[src/core/tone_pkg.sv]
package tone_pkg;
  // ----------------------------------------------------------------
  // register map (printed offsets are word indexes)
  // ----------------------------------------------------------------
  localparam int DATA_W = 32;
  localparam int IDX_CONTROL = 'hff44;
  localparam int IDX_PITCH_LOUD = 'hff45;
  // tone_control fields
  localparam int CTL_TONE_EN = 0;
  localparam int CTL_DECAY_EN = 1;
  localparam int CTL_DECAY_RST = 2;
  localparam int CTL_STEP_SEL = 3;
  localparam int CTL_LEN_SEL = 4;
  localparam int CTL_TRIGGER = 5;
  localparam int CTL_ABORT = 6;
  // tone_pitch_loudness fields
  localparam int PL_PITCH_LSB = 0;
  localparam int PL_LOUD_LSB = 4;
  // reset values
  localparam logic [2:0] PITCH_RESET = 3'h0;
  localparam logic [2:0] LOUD_RESET = 3'h0;
  localparam logic [1:0] RESP_OKAY = 2'h0;
  localparam logic [1:0] RESP_SLVERR = 2'h2;
  // ----------------------------------------------------------------
  // timing, counted in slow-oscillator half periods
  // ----------------------------------------------------------------
  localparam int OSC_HZ = 32768;
  localparam int HALF_HZ = 2 * OSC_HZ;
  localparam int SYNC_HZ = 256;
  localparam int STEP_FAST_HZ = 16;
  localparam int STEP_SLOW_HZ = 8;
  localparam int DIV_SYNC = HALF_HZ / SYNC_HZ;
  localparam int DIV_FAST = HALF_HZ / STEP_FAST_HZ;
  localparam int DIV_SLOW = HALF_HZ / STEP_SLOW_HZ;
  localparam int DIV_W = 13;
  localparam int SHOT_LONG_US = 125000;
  localparam int SHOT_SHORT_US = 31250;
  localparam logic [5:0] SHOT_LONG_TICKS = 6'(SHOT_LONG_US * SYNC_HZ / 1000000);
  localparam logic [5:0] SHOT_SHORT_TICKS = 6'(SHOT_SHORT_US * SYNC_HZ / 1000000);
  localparam logic [2:0] LEVEL_MAX = 3'h0;
  localparam logic [2:0] LEVEL_MIN = 3'h7;

  typedef enum logic [1:0] {
    SHOT_IDLE = 2'b00,
    SHOT_WAIT = 2'b01,
    SHOT_RUN = 2'b10
  } shot_state_t;
endpackage

[src/core/buzzer_tone_generator.sv]
// Notes on behaviour
// - tone_enable or a running one-shot burst drives tone_signal onto tone_pin, else pin low; tone_enable resets to 0
// - three-bit pitch_sel picks eight tones 4096.0 down to 1170.3 Hz
// - pitch_sel resets to 000, the 4096.0 Hz tone
// - loudness_sel picks duty levels 1 to 8, period 16/20/24/28 units
// - with decay_enable set, envelope level replaces loudness_sel
// - loudness_sel resets to 000, level 1 maximum duty
// - decay_restart write of 1 returns envelope to level 1; reads 0
// - decay_enable applies stepped envelope while tone_enable is 1, else fixed level; resets 0
// - writing oneshot_trigger 1 clears decay_enable
// - envelope steps each 125 ms if decay_step_sel, else 62.5 ms
// - decay_step_sel has no effect while decay_enable is 0
// - oneshot_length_sel: 125 ms when 1, 31.25 ms when 0; resets 0
// - oneshot_trigger starts burst which ends after the chosen duration
// - trigger accepted only while tone_enable is 0
// - retrigger during burst restarts the duration count
// - oneshot_trigger reads 1 while burst busy, 0 idle
// - oneshot_abort 1 ends active burst at once; write-only, reads 0
// - trigger and abort in same write: abort wins, circuit stopped
// - burst start and timeout align to 256 Hz tick; abort immediate
// - envelope starts at level 1, steps to 8, holds there
// - every tone derives from the 32.768 kHz slow oscillator
`timescale 1ns/10ps
`default_nettype none
module buzzer_tone_generator #(
  parameter int ADDR_W = 20
) (
  input wire logic clock,
  input wire logic rst,
  input wire logic [ADDR_W-1:0] s_axi_awaddr,
  input wire logic s_axi_awvalid,
  output logic s_axi_awready,
  input wire logic [tone_pkg::DATA_W-1:0] s_axi_wdata,
  input wire logic [3:0] s_axi_wstrb,
  input wire logic s_axi_wvalid,
  output logic s_axi_wready,
  output logic [1:0] s_axi_bresp,
  output logic s_axi_bvalid,
  input wire logic s_axi_bready,
  input wire logic [ADDR_W-1:0] s_axi_araddr,
  input wire logic s_axi_arvalid,
  output logic s_axi_arready,
  output logic [tone_pkg::DATA_W-1:0] s_axi_rdata,
  output logic [1:0] s_axi_rresp,
  output logic s_axi_rvalid,
  input wire logic s_axi_rready,
  input wire logic slowOscillator,
  output logic tonePin
);
  import tone_pkg::*;

  generate
    if (ADDR_W < 18 || ADDR_W > 32) begin : g_bad_addr
      $error("ADDR_W must be 18 to 32");
    end
  endgenerate

  // ----------------------------------------------------------------
  // helpers
  // ----------------------------------------------------------------
  function automatic logic [1:0] decodeIdx(input logic [ADDR_W-1:0] a);
    if (a[ADDR_W-1:2] == (ADDR_W-2)'(IDX_CONTROL)) begin
      return 2'h1;
    end else if (a[ADDR_W-1:2] == (ADDR_W-2)'(IDX_PITCH_LOUD)) begin
      return 2'h2;
    end else begin
      return 2'h0;
    end
  endfunction

  function automatic logic [4:0] periodOf(input logic [2:0] pitch);
    return 5'd16 + {1'b0, pitch[1:0], 2'b00};
  endfunction

  function automatic logic [4:0] highOf(input logic [2:0] pitch, input logic [2:0] lvl);
    return (pitch[1] ? 5'd12 : 5'd8) - {2'b00, lvl};
  endfunction

  // ----------------------------------------------------------------
  // state
  // ----------------------------------------------------------------
  logic awHeld_q, awHeld_d, wHeld_q, wHeld_d;
  logic [ADDR_W-1:0] awAddr_q, awAddr_d;
  logic [7:0] wByte_q, wByte_d;
  logic wLane_q, wLane_d;
  logic bValid_q, bValid_d, rValid_q, rValid_d;
  logic [1:0] bResp_q, bResp_d, rResp_q, rResp_d;
  logic [7:0] rData_q, rData_d;
  logic toneEnable_q, toneEnable_d, decayEnable_q, decayEnable_d;
  logic stepSel_q, stepSel_d, lenSel_q, lenSel_d;
  logic [2:0] pitch_q, pitch_d, loud_q, loud_d, envLevel_q, envLevel_d;
  logic oscMeta_q, oscSync_q, oscLast_q;
  logic [DIV_W-1:0] div_q, div_d;
  logic unitPhase_q, unitPhase_d;
  logic [4:0] pwmCnt_q, pwmCnt_d;
  shot_state_t shot_q, shot_d;
  logic [5:0] shotCnt_q, shotCnt_d;
  logic pin_q, pin_d;

  logic doWrite, ctlWrite, plWrite, trigReq, abortReq;
  logic halfTick, tickSync, tickStep, unitTick;
  logic [2:0] level;
  logic [5:0] shotLen;

  assign s_axi_awready = !awHeld_q && !bValid_q;
  assign s_axi_wready = !wHeld_q && !bValid_q;
  assign s_axi_arready = !rValid_q;
  assign s_axi_bvalid = bValid_q;
  assign s_axi_bresp = bResp_q;
  assign s_axi_rvalid = rValid_q;
  assign s_axi_rresp = rResp_q;
  assign s_axi_rdata = {{(DATA_W-8){1'b0}}, rData_q};
  assign tonePin = pin_q;

  // ----------------------------------------------------------------
  // oscillator synchroniser and time base
  // ----------------------------------------------------------------
  always_ff @(posedge clock or posedge rst) begin
    if (rst) begin
      oscMeta_q <= 1'b0;
      oscSync_q <= 1'b0;
      oscLast_q <= 1'b0;
    end else begin
      oscMeta_q <= slowOscillator;
      oscSync_q <= oscMeta_q;
      oscLast_q <= oscSync_q;
    end
  end

  // either oscillator edge is one half period
  assign halfTick = oscSync_q ^ oscLast_q;
  assign tickSync = halfTick && ((div_q & DIV_W'(DIV_SYNC - 1)) == DIV_W'(DIV_SYNC - 1));
  assign tickStep = halfTick && (stepSel_q ?
    (div_q == DIV_W'(DIV_SLOW - 1)) :
    ((div_q & DIV_W'(DIV_FAST - 1)) == DIV_W'(DIV_FAST - 1)));
  // codes 4-7 count every second half period
  assign unitTick = halfTick && (!pitch_q[2] || unitPhase_q);
  assign level = decayEnable_q ? envLevel_q : loud_q;
  assign shotLen = lenSel_q ? SHOT_LONG_TICKS : SHOT_SHORT_TICKS;

  // ----------------------------------------------------------------
  // register access
  // ----------------------------------------------------------------
  assign doWrite = awHeld_q && wHeld_q && !bValid_q;
  assign ctlWrite = doWrite && wLane_q && (decodeIdx(awAddr_q) == 2'h1);
  assign plWrite = doWrite && wLane_q && (decodeIdx(awAddr_q) == 2'h2);
  assign abortReq = ctlWrite && wByte_q[CTL_ABORT];
  assign trigReq = ctlWrite && wByte_q[CTL_TRIGGER] && !wByte_q[CTL_TONE_EN]
    && !toneEnable_q;

  always_comb begin
    awHeld_d = awHeld_q;
    wHeld_d = wHeld_q;
    awAddr_d = awAddr_q;
    wByte_d = wByte_q;
    wLane_d = wLane_q;
    bValid_d = bValid_q;
    bResp_d = bResp_q;
    rValid_d = rValid_q;
    rResp_d = rResp_q;
    rData_d = rData_q;
    toneEnable_d = toneEnable_q;
    decayEnable_d = decayEnable_q;
    stepSel_d = stepSel_q;
    lenSel_d = lenSel_q;
    pitch_d = pitch_q;
    loud_d = loud_q;
    if (s_axi_awvalid && s_axi_awready) begin
      awHeld_d = 1'b1;
      awAddr_d = s_axi_awaddr;
    end
    if (s_axi_wvalid && s_axi_wready) begin
      wHeld_d = 1'b1;
      wByte_d = s_axi_wdata[7:0];
      wLane_d = s_axi_wstrb[0];
    end
    if (doWrite) begin
      awHeld_d = 1'b0;
      wHeld_d = 1'b0;
      bValid_d = 1'b1;
      bResp_d = (decodeIdx(awAddr_q) == 2'h0) ? RESP_SLVERR : RESP_OKAY;
    end else if (bValid_q && s_axi_bready) begin
      bValid_d = 1'b0;
    end
    if (ctlWrite) begin
      toneEnable_d = wByte_q[CTL_TONE_EN];
      decayEnable_d = wByte_q[CTL_DECAY_EN];
      stepSel_d = wByte_q[CTL_STEP_SEL];
      lenSel_d = wByte_q[CTL_LEN_SEL];
      if (wByte_q[CTL_TRIGGER]) begin
        decayEnable_d = 1'b0;
      end
    end
    if (plWrite) begin
      pitch_d = wByte_q[PL_PITCH_LSB +: 3];
      loud_d = wByte_q[PL_LOUD_LSB +: 3];
    end
    if (s_axi_arvalid && s_axi_arready) begin
      rValid_d = 1'b1;
      rResp_d = RESP_OKAY;
      if (decodeIdx(s_axi_araddr) == 2'h1) begin
        // restart and abort are write-only and read 0
        rData_d = 8'h00;
        rData_d[CTL_TONE_EN] = toneEnable_q;
        rData_d[CTL_DECAY_EN] = decayEnable_q;
        rData_d[CTL_STEP_SEL] = stepSel_q;
        rData_d[CTL_LEN_SEL] = lenSel_q;
        rData_d[CTL_TRIGGER] = (shot_q != SHOT_IDLE);
      end else if (decodeIdx(s_axi_araddr) == 2'h2) begin
        rData_d = 8'h00;
        rData_d[PL_PITCH_LSB +: 3] = pitch_q;
        rData_d[PL_LOUD_LSB +: 3] = loud_q;
      end else begin
        rData_d = 8'h00;
        rResp_d = RESP_SLVERR;
      end
    end else if (rValid_q && s_axi_rready) begin
      rValid_d = 1'b0;
    end
  end

  // ----------------------------------------------------------------
  // envelope, one-shot and waveform
  // ----------------------------------------------------------------
  always_comb begin
    div_d = halfTick ? div_q + DIV_W'(1) : div_q;
    unitPhase_d = halfTick ? !unitPhase_q : unitPhase_q;
    pwmCnt_d = pwmCnt_q;
    if (pwmCnt_q >= periodOf(pitch_q)) begin
      pwmCnt_d = 5'd0;
    end else if (unitTick) begin
      pwmCnt_d = (pwmCnt_q == periodOf(pitch_q) - 5'd1) ? 5'd0 : pwmCnt_q + 5'd1;
    end
    envLevel_d = envLevel_q;
    if (!toneEnable_q || !decayEnable_q) begin
      envLevel_d = LEVEL_MAX;
    end else if (ctlWrite && wByte_q[CTL_DECAY_RST]) begin
      envLevel_d = LEVEL_MAX;
    end else if (tickStep && envLevel_q != LEVEL_MIN) begin
      envLevel_d = envLevel_q + 3'd1;
    end
    shot_d = shot_q;
    shotCnt_d = shotCnt_q;
    case (shot_q)
      SHOT_IDLE: begin
        if (trigReq) begin
          shot_d = SHOT_WAIT;
        end
      end
      SHOT_WAIT: begin
        if (tickSync) begin
          shot_d = SHOT_RUN;
          shotCnt_d = shotLen;
        end
      end
      SHOT_RUN: begin
        if (trigReq) begin
          shotCnt_d = shotLen;
        end else if (tickSync) begin
          shotCnt_d = shotCnt_q - 6'd1;
          if (shotCnt_q == 6'd1) begin
            shot_d = SHOT_IDLE;
          end
        end
      end
      default: begin
        shot_d = SHOT_IDLE;
      end
    endcase
    if (abortReq) begin
      shot_d = SHOT_IDLE;
    end
    pin_d = (toneEnable_q || shot_q == SHOT_RUN)
      && (pwmCnt_q < highOf(pitch_q, level));
  end

  always_ff @(posedge clock or posedge rst) begin
    if (rst) begin
      awHeld_q <= 1'b0;
      wHeld_q <= 1'b0;
      awAddr_q <= '0;
      wByte_q <= 8'h00;
      wLane_q <= 1'b0;
      bValid_q <= 1'b0;
      bResp_q <= RESP_OKAY;
      rValid_q <= 1'b0;
      rResp_q <= RESP_OKAY;
      rData_q <= 8'h00;
      toneEnable_q <= 1'b0;
      decayEnable_q <= 1'b0;
      stepSel_q <= 1'b0;
      lenSel_q <= 1'b0;
      pitch_q <= PITCH_RESET;
      loud_q <= LOUD_RESET;
      envLevel_q <= LEVEL_MAX;
      div_q <= '0;
      unitPhase_q <= 1'b0;
      pwmCnt_q <= 5'd0;
      shot_q <= SHOT_IDLE;
      shotCnt_q <= 6'd0;
      pin_q <= 1'b0;
    end else begin
      awHeld_q <= awHeld_d;
      wHeld_q <= wHeld_d;
      awAddr_q <= awAddr_d;
      wByte_q <= wByte_d;
      wLane_q <= wLane_d;
      bValid_q <= bValid_d;
      bResp_q <= bResp_d;
      rValid_q <= rValid_d;
      rResp_q <= rResp_d;
      rData_q <= rData_d;
      toneEnable_q <= toneEnable_d;
      decayEnable_q <= decayEnable_d;
      stepSel_q <= stepSel_d;
      lenSel_q <= lenSel_d;
      pitch_q <= pitch_d;
      loud_q <= loud_d;
      envLevel_q <= envLevel_d;
      div_q <= div_d;
      unitPhase_q <= unitPhase_d;
      pwmCnt_q <= pwmCnt_d;
      shot_q <= shot_d;
      shotCnt_q <= shotCnt_d;
      pin_q <= pin_d;
    end
  end
endmodule
`default_nettype wire

[config.mk]
export PLATFORM = sky130hd
export DESIGN_NAME = buzzer_tone_generator
export DESIGN_NICKNAME = d
export VERILOG_FILES = /design/src/core/tone_pkg.sv /design/src/core/buzzer_tone_generator.sv
export SDC_FILE = /design/constraint.sdc
export NUM_CORES = 1
export LEC_CHECK = 0
export ABC_AREA = 1
export BUFFER_PORTS_ARGS = -buffer_cell sky130_fd_sc_hd__buf_2
export CAP_MARGIN = 20
export CORE_AREA = 10 10 159 131
export CTS_BUF_LIST = sky130_fd_sc_hd__clkbuf_16
export CTS_CLUSTER_SIZE = 30
export DETAILED_ROUTE_END_ITERATION = 10
export DIE_AREA = 0 0 169 141
export PLACE_DENSITY = 0.53
export RECOVER_POWER = 25
export SETUP_SLACK_MARGIN = 0.02
export SYNTH_ARGS = -nofsm -noshare
export SYNTH_HDL_FRONTEND = slang
export SYNTH_SLANG_ARGS = --single-unit
export TNS_END_PERCENT = 20
[constraint.sdc]
create_clock -name clock -period 2.15 [get_ports clock]
set_input_delay 0.1075 -clock clock [delete_from_list [all_inputs] [get_ports clock]]
set_output_delay 0.1075 -clock clock [all_outputs]
set_load 0.05 [all_outputs]
# Word level (Yosys, flattened, before mapping)
# Index checks and enable logic that the tools add are counted.
dict set report word_totals {
  in_bits 84
  wordCells 148
  out_inout_bits 42
  reg_bits 88
}
dict set report classes {
  magnitude_cmp 2
  add_sub_neg 7
  n_mux 43
  n_bitwise 1
  n_reduce_logical 46
  n_eq_ne 23
}
# operator n
set ops {}
lappend ops {{== test 18 x 16 -> 1 bit (second input constant)} 4}
lappend ops {{2-to-1 mux 2 bit} 17}
lappend ops {{2-to-1 mux 6 bit} 4}
lappend ops {{logical AND 1 bit} 22}
lappend ops {{inequality test 3 bit (second input constant)} 7}
lappend ops {{2-to-1 mux 3 bit} 5}
lappend ops {{2-to-1 mux 5 bit} 3}
lappend ops {{2-to-1 mux 7 bit} 2}
lappend ops {{nonzero test 2 bit} 7}
lappend ops {{adder 13 x 1 -> 13 bit (second input constant)} 1}
lappend ops {{== test 13 bit (second input constant)} 1}
lappend ops {{== test 12 bit (second input constant)} 1}
lappend ops {{case mux 6 bit (2 select lines)} 1}
lappend ops {{2-to-1 mux 1 bit} 10}
lappend ops {{logical NOT 1 bit} 9}
lappend ops {{== test 8 bit (second input constant)} 1}
lappend ops {{== test 2 x 1 -> 1 bit (second input constant)} 3}
lappend ops {{== test 2 bit (second input constant)} 3}
lappend ops {{== test 6 x 1 -> 1 bit (second input constant)} 1}
lappend ops {{case mux 2 bit (3 select lines)} 1}
lappend ops {{subtractor 6 x 1 -> 6 bit (second input constant)} 1}
lappend ops {{adder 5 x 1 -> 5 bit (second input constant)} 1}
lappend ops {{adder 5 x 4 -> 5 bit (first input constant)} 1}
lappend ops {{== test 5 bit} 1}
lappend ops {{12 further kinds} 15}

# Longest topological paths before layout
dict set report depth {
  depth_word 11
  mapped_depth 12
  ltp_nobuf 12
}

# Worst setup path before layout
# OpenSTA, ideal clock, no wires.
dict set report synth_timing {
  path_type {register to register}
  startpoint {register bValid_q, in the netlist s_axi_bvalid}
  endpoint {register wByte_q[6]}
  path_stages_with_launch 6
  setup_ns 0.133
  n_path_buf 1
  required_ns 2.017
  arrival_ns 2.025
  period_less_slack_ns 2.158
  path_slack_ns -0.008
  path_cell_list {dfrtp_1 > nor2_1 > nand2_1 > clkbuf_1 > nor2_1 > a21oi_1}
}
dict set report synth_via {
  elab_chain_len 3
}
# item line_no
set synth_lines {}
lappend synth_lines {{start: declaration} buzzer_tone_generator.sv:86} ;# logic bValid_q, bValid_d, rValid_q, rValid_d;
lappend synth_lines {{start signal: assignment} buzzer_tone_generator.sv:308} ;# bValid_q <= bValid_d;
lappend synth_lines {{logical NOT 1 bit} buzzer_tone_generator.sv:106} ;# assign s_axi_wready = !wHeld_q && !bValid_q;
lappend synth_lines {{logical AND 1 bit} buzzer_tone_generator.sv:106}
lappend synth_lines {{net s_axi_wready} buzzer_tone_generator.sv:36} ;# output logic s_axi_wready,
lappend synth_lines {{logical AND 1 bit} buzzer_tone_generator.sv:172} ;# if (s_axi_wvalid && s_axi_wready) begin
lappend synth_lines {{end signal: assignment} buzzer_tone_generator.sv:306} ;# wByte_q <= wByte_d;
lappend synth_lines {{end: declaration} buzzer_tone_generator.sv:84} ;# logic [7:0] wByte_q, wByte_d;
# The timed path passes the listed nets, and every way through them passes these cells.
# A chain may end at the register's enable or synchronous reset.

# Worst setup path in the final report
dict set report layout_timing {
  startpoint {register decayEnable_q}
  endpoint {register pin_q, in the netlist tonePin}
}
dict set report layout_via {
  elab_chain_len 4
}
# item line_no
set layout_lines {}
lappend layout_lines {{start: declaration} buzzer_tone_generator.sv:89} ;# logic toneEnable_q, toneEnable_d, decayEnable_q, decayEnable_d;
lappend layout_lines {{start signal: assignment} buzzer_tone_generator.sv:314} ;# decayEnable_q <= decayEnable_d;
lappend layout_lines {{2-to-1 mux 3 bit} buzzer_tone_generator.sv:138} ;# assign level = decayEnable_q ? envLevel_q : loud_q;
lappend layout_lines {{subtractor 4 x 3 -> 5 bit} buzzer_tone_generator.sv:76} ;# return (pitch[1] ? 5'd12 : 5'd8) - {2'b00, lvl};
lappend layout_lines {{< comparator 5 bit} buzzer_tone_generator.sv:274} ;# && (pwmCnt_q < highOf(pitch_q, level));
lappend layout_lines {{logical AND 1 bit} buzzer_tone_generator.sv:274}
lappend layout_lines {{net pin_d} buzzer_tone_generator.sv:98} ;# logic pin_q, pin_d;
lappend layout_lines {{end signal: assignment} buzzer_tone_generator.sv:325} ;# pin_q <= pin_d;
lappend layout_lines {{end: declaration} buzzer_tone_generator.sv:98}
# The timed path passes the listed nets, and every way through them passes these cells.

==> results_dict.tcl <==
set metrics [dict create \
    cts_buffer_depth 2 \
    syn_inst 495 \
    start_kind "flop" \
    synth_top_family_by_area "simple AND/OR/NAND/NOR gates" \
    syn_avg_cell_area_um2 8.774 \
    synth.cell_area_mm2 0.004343 \
    htreeDepth 3 \
    cts_hold_buf 22 \
    worst_slew_pin_slew_ns 0.8207 \
    drtPass1Iterations 4 \
    io_pins 126 \
    holdWs_ns 0.01451 \
    synth-compound-area-share 0.07058 \
    clk_latency_ns 0.35 \
    drt_wl_total_um 9897 \
    switching_share 0.3417 \
    dp_hpwl_um 7660 \
    viasPerCell 3.984 \
    synth-xor-area-share 0.03428 \
    r2r_cells 9 \
    crit_required_ns 2.40 \
    drive_gt1_frac 0.1977 \
    synthToLayoutAreaGrowth_pct 23.60 \
    postLayoutCellArea_mm2 0.005368 \
    root_buffer "clkbuf_16" \
    routedWlPerCell_um 11.97 \
    route.detailed.drc 0 \
    async_flop_share 1.000 \
    worstSetupEndpoint "tonePin" \
    final_hold_viol_count 0 \
    endpoint_kind "flop" \
    postRouteAntennaNets 0 \
    slew_headroom 0.4529 \
    synth.mux.area_fraction 0.04869 \
    clk_pin_slew_ns 0.06 \
    synth-edff-count 0 \
    final_net_count 691 \
    p_int_mw 3.397 \
    period_needed_ns 1.841 \
    startpoint "decayEnable_q" \
    grt_use_total 0.08727 \
    clock-sinks 83 \
    fin_cells 827 \
    grt_pass1_wl_um 16960 \
    drt-initial-drc-count 206 \
    period_share 0.8563 \
    dieArea_mm2 0.02383 \
    run_status "finished clean" \
    synthSimpleGateAreaFrac 0.2109 \
    final_cell_mix "95 x nand2_1, 83 x dfrtp_1, 68 x inv_1, 65 x buf_2, 44 x nor2_1" \
    slew_viol_final 0 \
    p_per_area_mw_per_mm2 961.5 \
    cap_violations 0 \
    post_dp_cell_area_mm2 0.004871 \
    port_buffers 66 \
    tritoncts "done" \
    overflow 0 \
    clockPowerShare 0.304 \
    pwr-share-comb 0.265 \
    fmax_ghz 0.5432 \
    setup-tns-final_ns 0 \
    r2r_start "decayEnable_q" \
    rsz0062_at_grt "false" \
    setup_viol_count_final 0 \
    p_leak_nw 2.701 \
    fin_ws_ns 0.3090 \
    start_util 0.2442 \
    synthFlopType "dfrtp_1" \
    antenna_found_initial 1 \
    ys_ff_latch 83 \
    cp_max_fo 7 \
    coreArea_mm2 0.01778 \
    synth_cell_type_count 36 \
    postCtsSetupRepairBufs 0 \
    grt_max_degree 49 \
    worst_clock_skew_ns 0.009847 \
    yosysWarnings 0 \
    die_h_um 141 \
    p_sw_mw 1.764 \
    layout_commonest_cell "nand2_1" \
    timing.rr.end "tonePin" \
    synthAdderAreaFrac 0.04322 \
    diodes 0 \
    dp_cells 789 \
    grt_pass1_vias 3341 \
    die_x_um 169 \
    route.vias.total 3295 \
    dp_slack_ns 0.3360 \
    globalplace.congestion 0.7963 \
    finalPower_mw 5.161 \
    seqPwrFrac 0.431 \
    final_core_utilization 0.3019 \
    r2r_slack_ns 0.31 \
    cts_inserted_buffers 9 \
    vdd_drop_max_v 0.0006280 \
    crit_type "reg2reg" \
    arrival_ns 2.10 \
    cts_resized 0 \
    num_rows 44 \
    seq_area_frac_synth 0.4782 \
    worst_hold_path_type "in2reg" \
]
## worst max-delay path, cell delays in order, from the launching register on
cell      delay, ns
dfrtp_1        0.48
nand2_1        0.11
o21a_1         0.14
inv_1          0.06
ha_1           0.27
inv_1          0.04
ha_1           0.25
a21oi_1        0.14
o21bai_1       0.08
a21oi_1        0.18
## routing by layer
metal,share of wire,GRT usage,up-vias
met5,0.0013,0,-
met4,0.012,0.02449,2
met3,0.082,0.04251,13
met2,0.39,0.1172,88
met1,0.51,0.1199,1461
li1,-,-,1731
## cell families after synthesis
logic type | count (synthesis)
mux | 19
xor+xnor | 17
simple gates | 203
buf+inv | 103
fa+ha+maj | 15
other cells | 1
flops | 83
compound gates | 54
## synthesized netlist by cell type, types with 2 or more instances
cell type / count / share of area
nand2_1: 94 / 0.081
dfrtp_1: 83 / 0.48
inv_1: 69 / 0.060
nor2_1: 44 / 0.038
nand3_1: 32 / 0.037
buf_4: 27 / 0.047
a21oi_1: 21 / 0.024
o21ai_0: 19 / 0.022
mux2_2: 17 / 0.044
ha_1: 15 / 0.043
nand4_1: 12 / 0.017
xor2_1: 9 / 0.018
xnor2_1: 8 / 0.016
nor2_2: 6 / 0.0086
nor3_1: 5 / 0.0058
o21ai_1: 4 / 0.0046
buf_2: 3 / 0.0035
clkbuf_1: 3 / 0.0026
o31ai_1: 3 / 0.0052
a31oi_1: 2 / 0.0029
mux2i_1: 2 / 0.0046
nand2_2: 2 / 0.0029
nand2_4: 2 / 0.0052
## registers in the layout (all words and copies together) (netlist names), 2 cells and up
register	flops
shotCnt_q	6
loud_q	3
pwmCnt_q	5
shot_q	2
pitch_q	3
wByte_q	7
rData_q	7
div_q	13
envLevel_q	3
awAddr_q	18
## cell type report
class / count / area [µm²]
clock buffers: 9 / 225.2
inverters: 70 / 264.0
clock inverters: 7 / 73.82
multi-input cells: 335 / 1859
fillers: 1919 / 12410
repair buffers: 93 / 580.6
well taps: 230 / 287.8
flip-flops and latches: 83 / 2077
## power groups by stage
| stage | clock network, mW | logic [mW] | registers [mW] |
|---|---|---|---|
| after detailed placement | 0 | 1.36 | 2.26 |
| after CTS | 1.63 | 1.39 | 2.23 |
| after global placement | 0 | 1.34 | 2.26 |
| after floorplan | 0 | 1.10 | 2.22 |
| final | 1.57 | 1.37 | 2.23 |
| after global routing | 1.69 | 1.57 | 2.29 |
## worst min-delay path by stage
stage               startpoint            to  slack [ns]  cells past startpoint
2_1_floorplan   slowOscillator     oscMeta_q        0.14                      0
3_3_place_gp               rst  awAddr_q[14]       -0.01                      2
3_5_place_dp               rst  awAddr_q[14]      -0.009                      2
4_1_cts         s_axi_wdata[2]    wByte_q[2]       0.004                      3
5_1_grt        s_axi_awaddr[9]   awAddr_q[9]       0.001                      3
6_report       s_axi_awaddr[9]   awAddr_q[9]        0.01                      3
No activity file was read; power rests on OpenSTA's default activity.
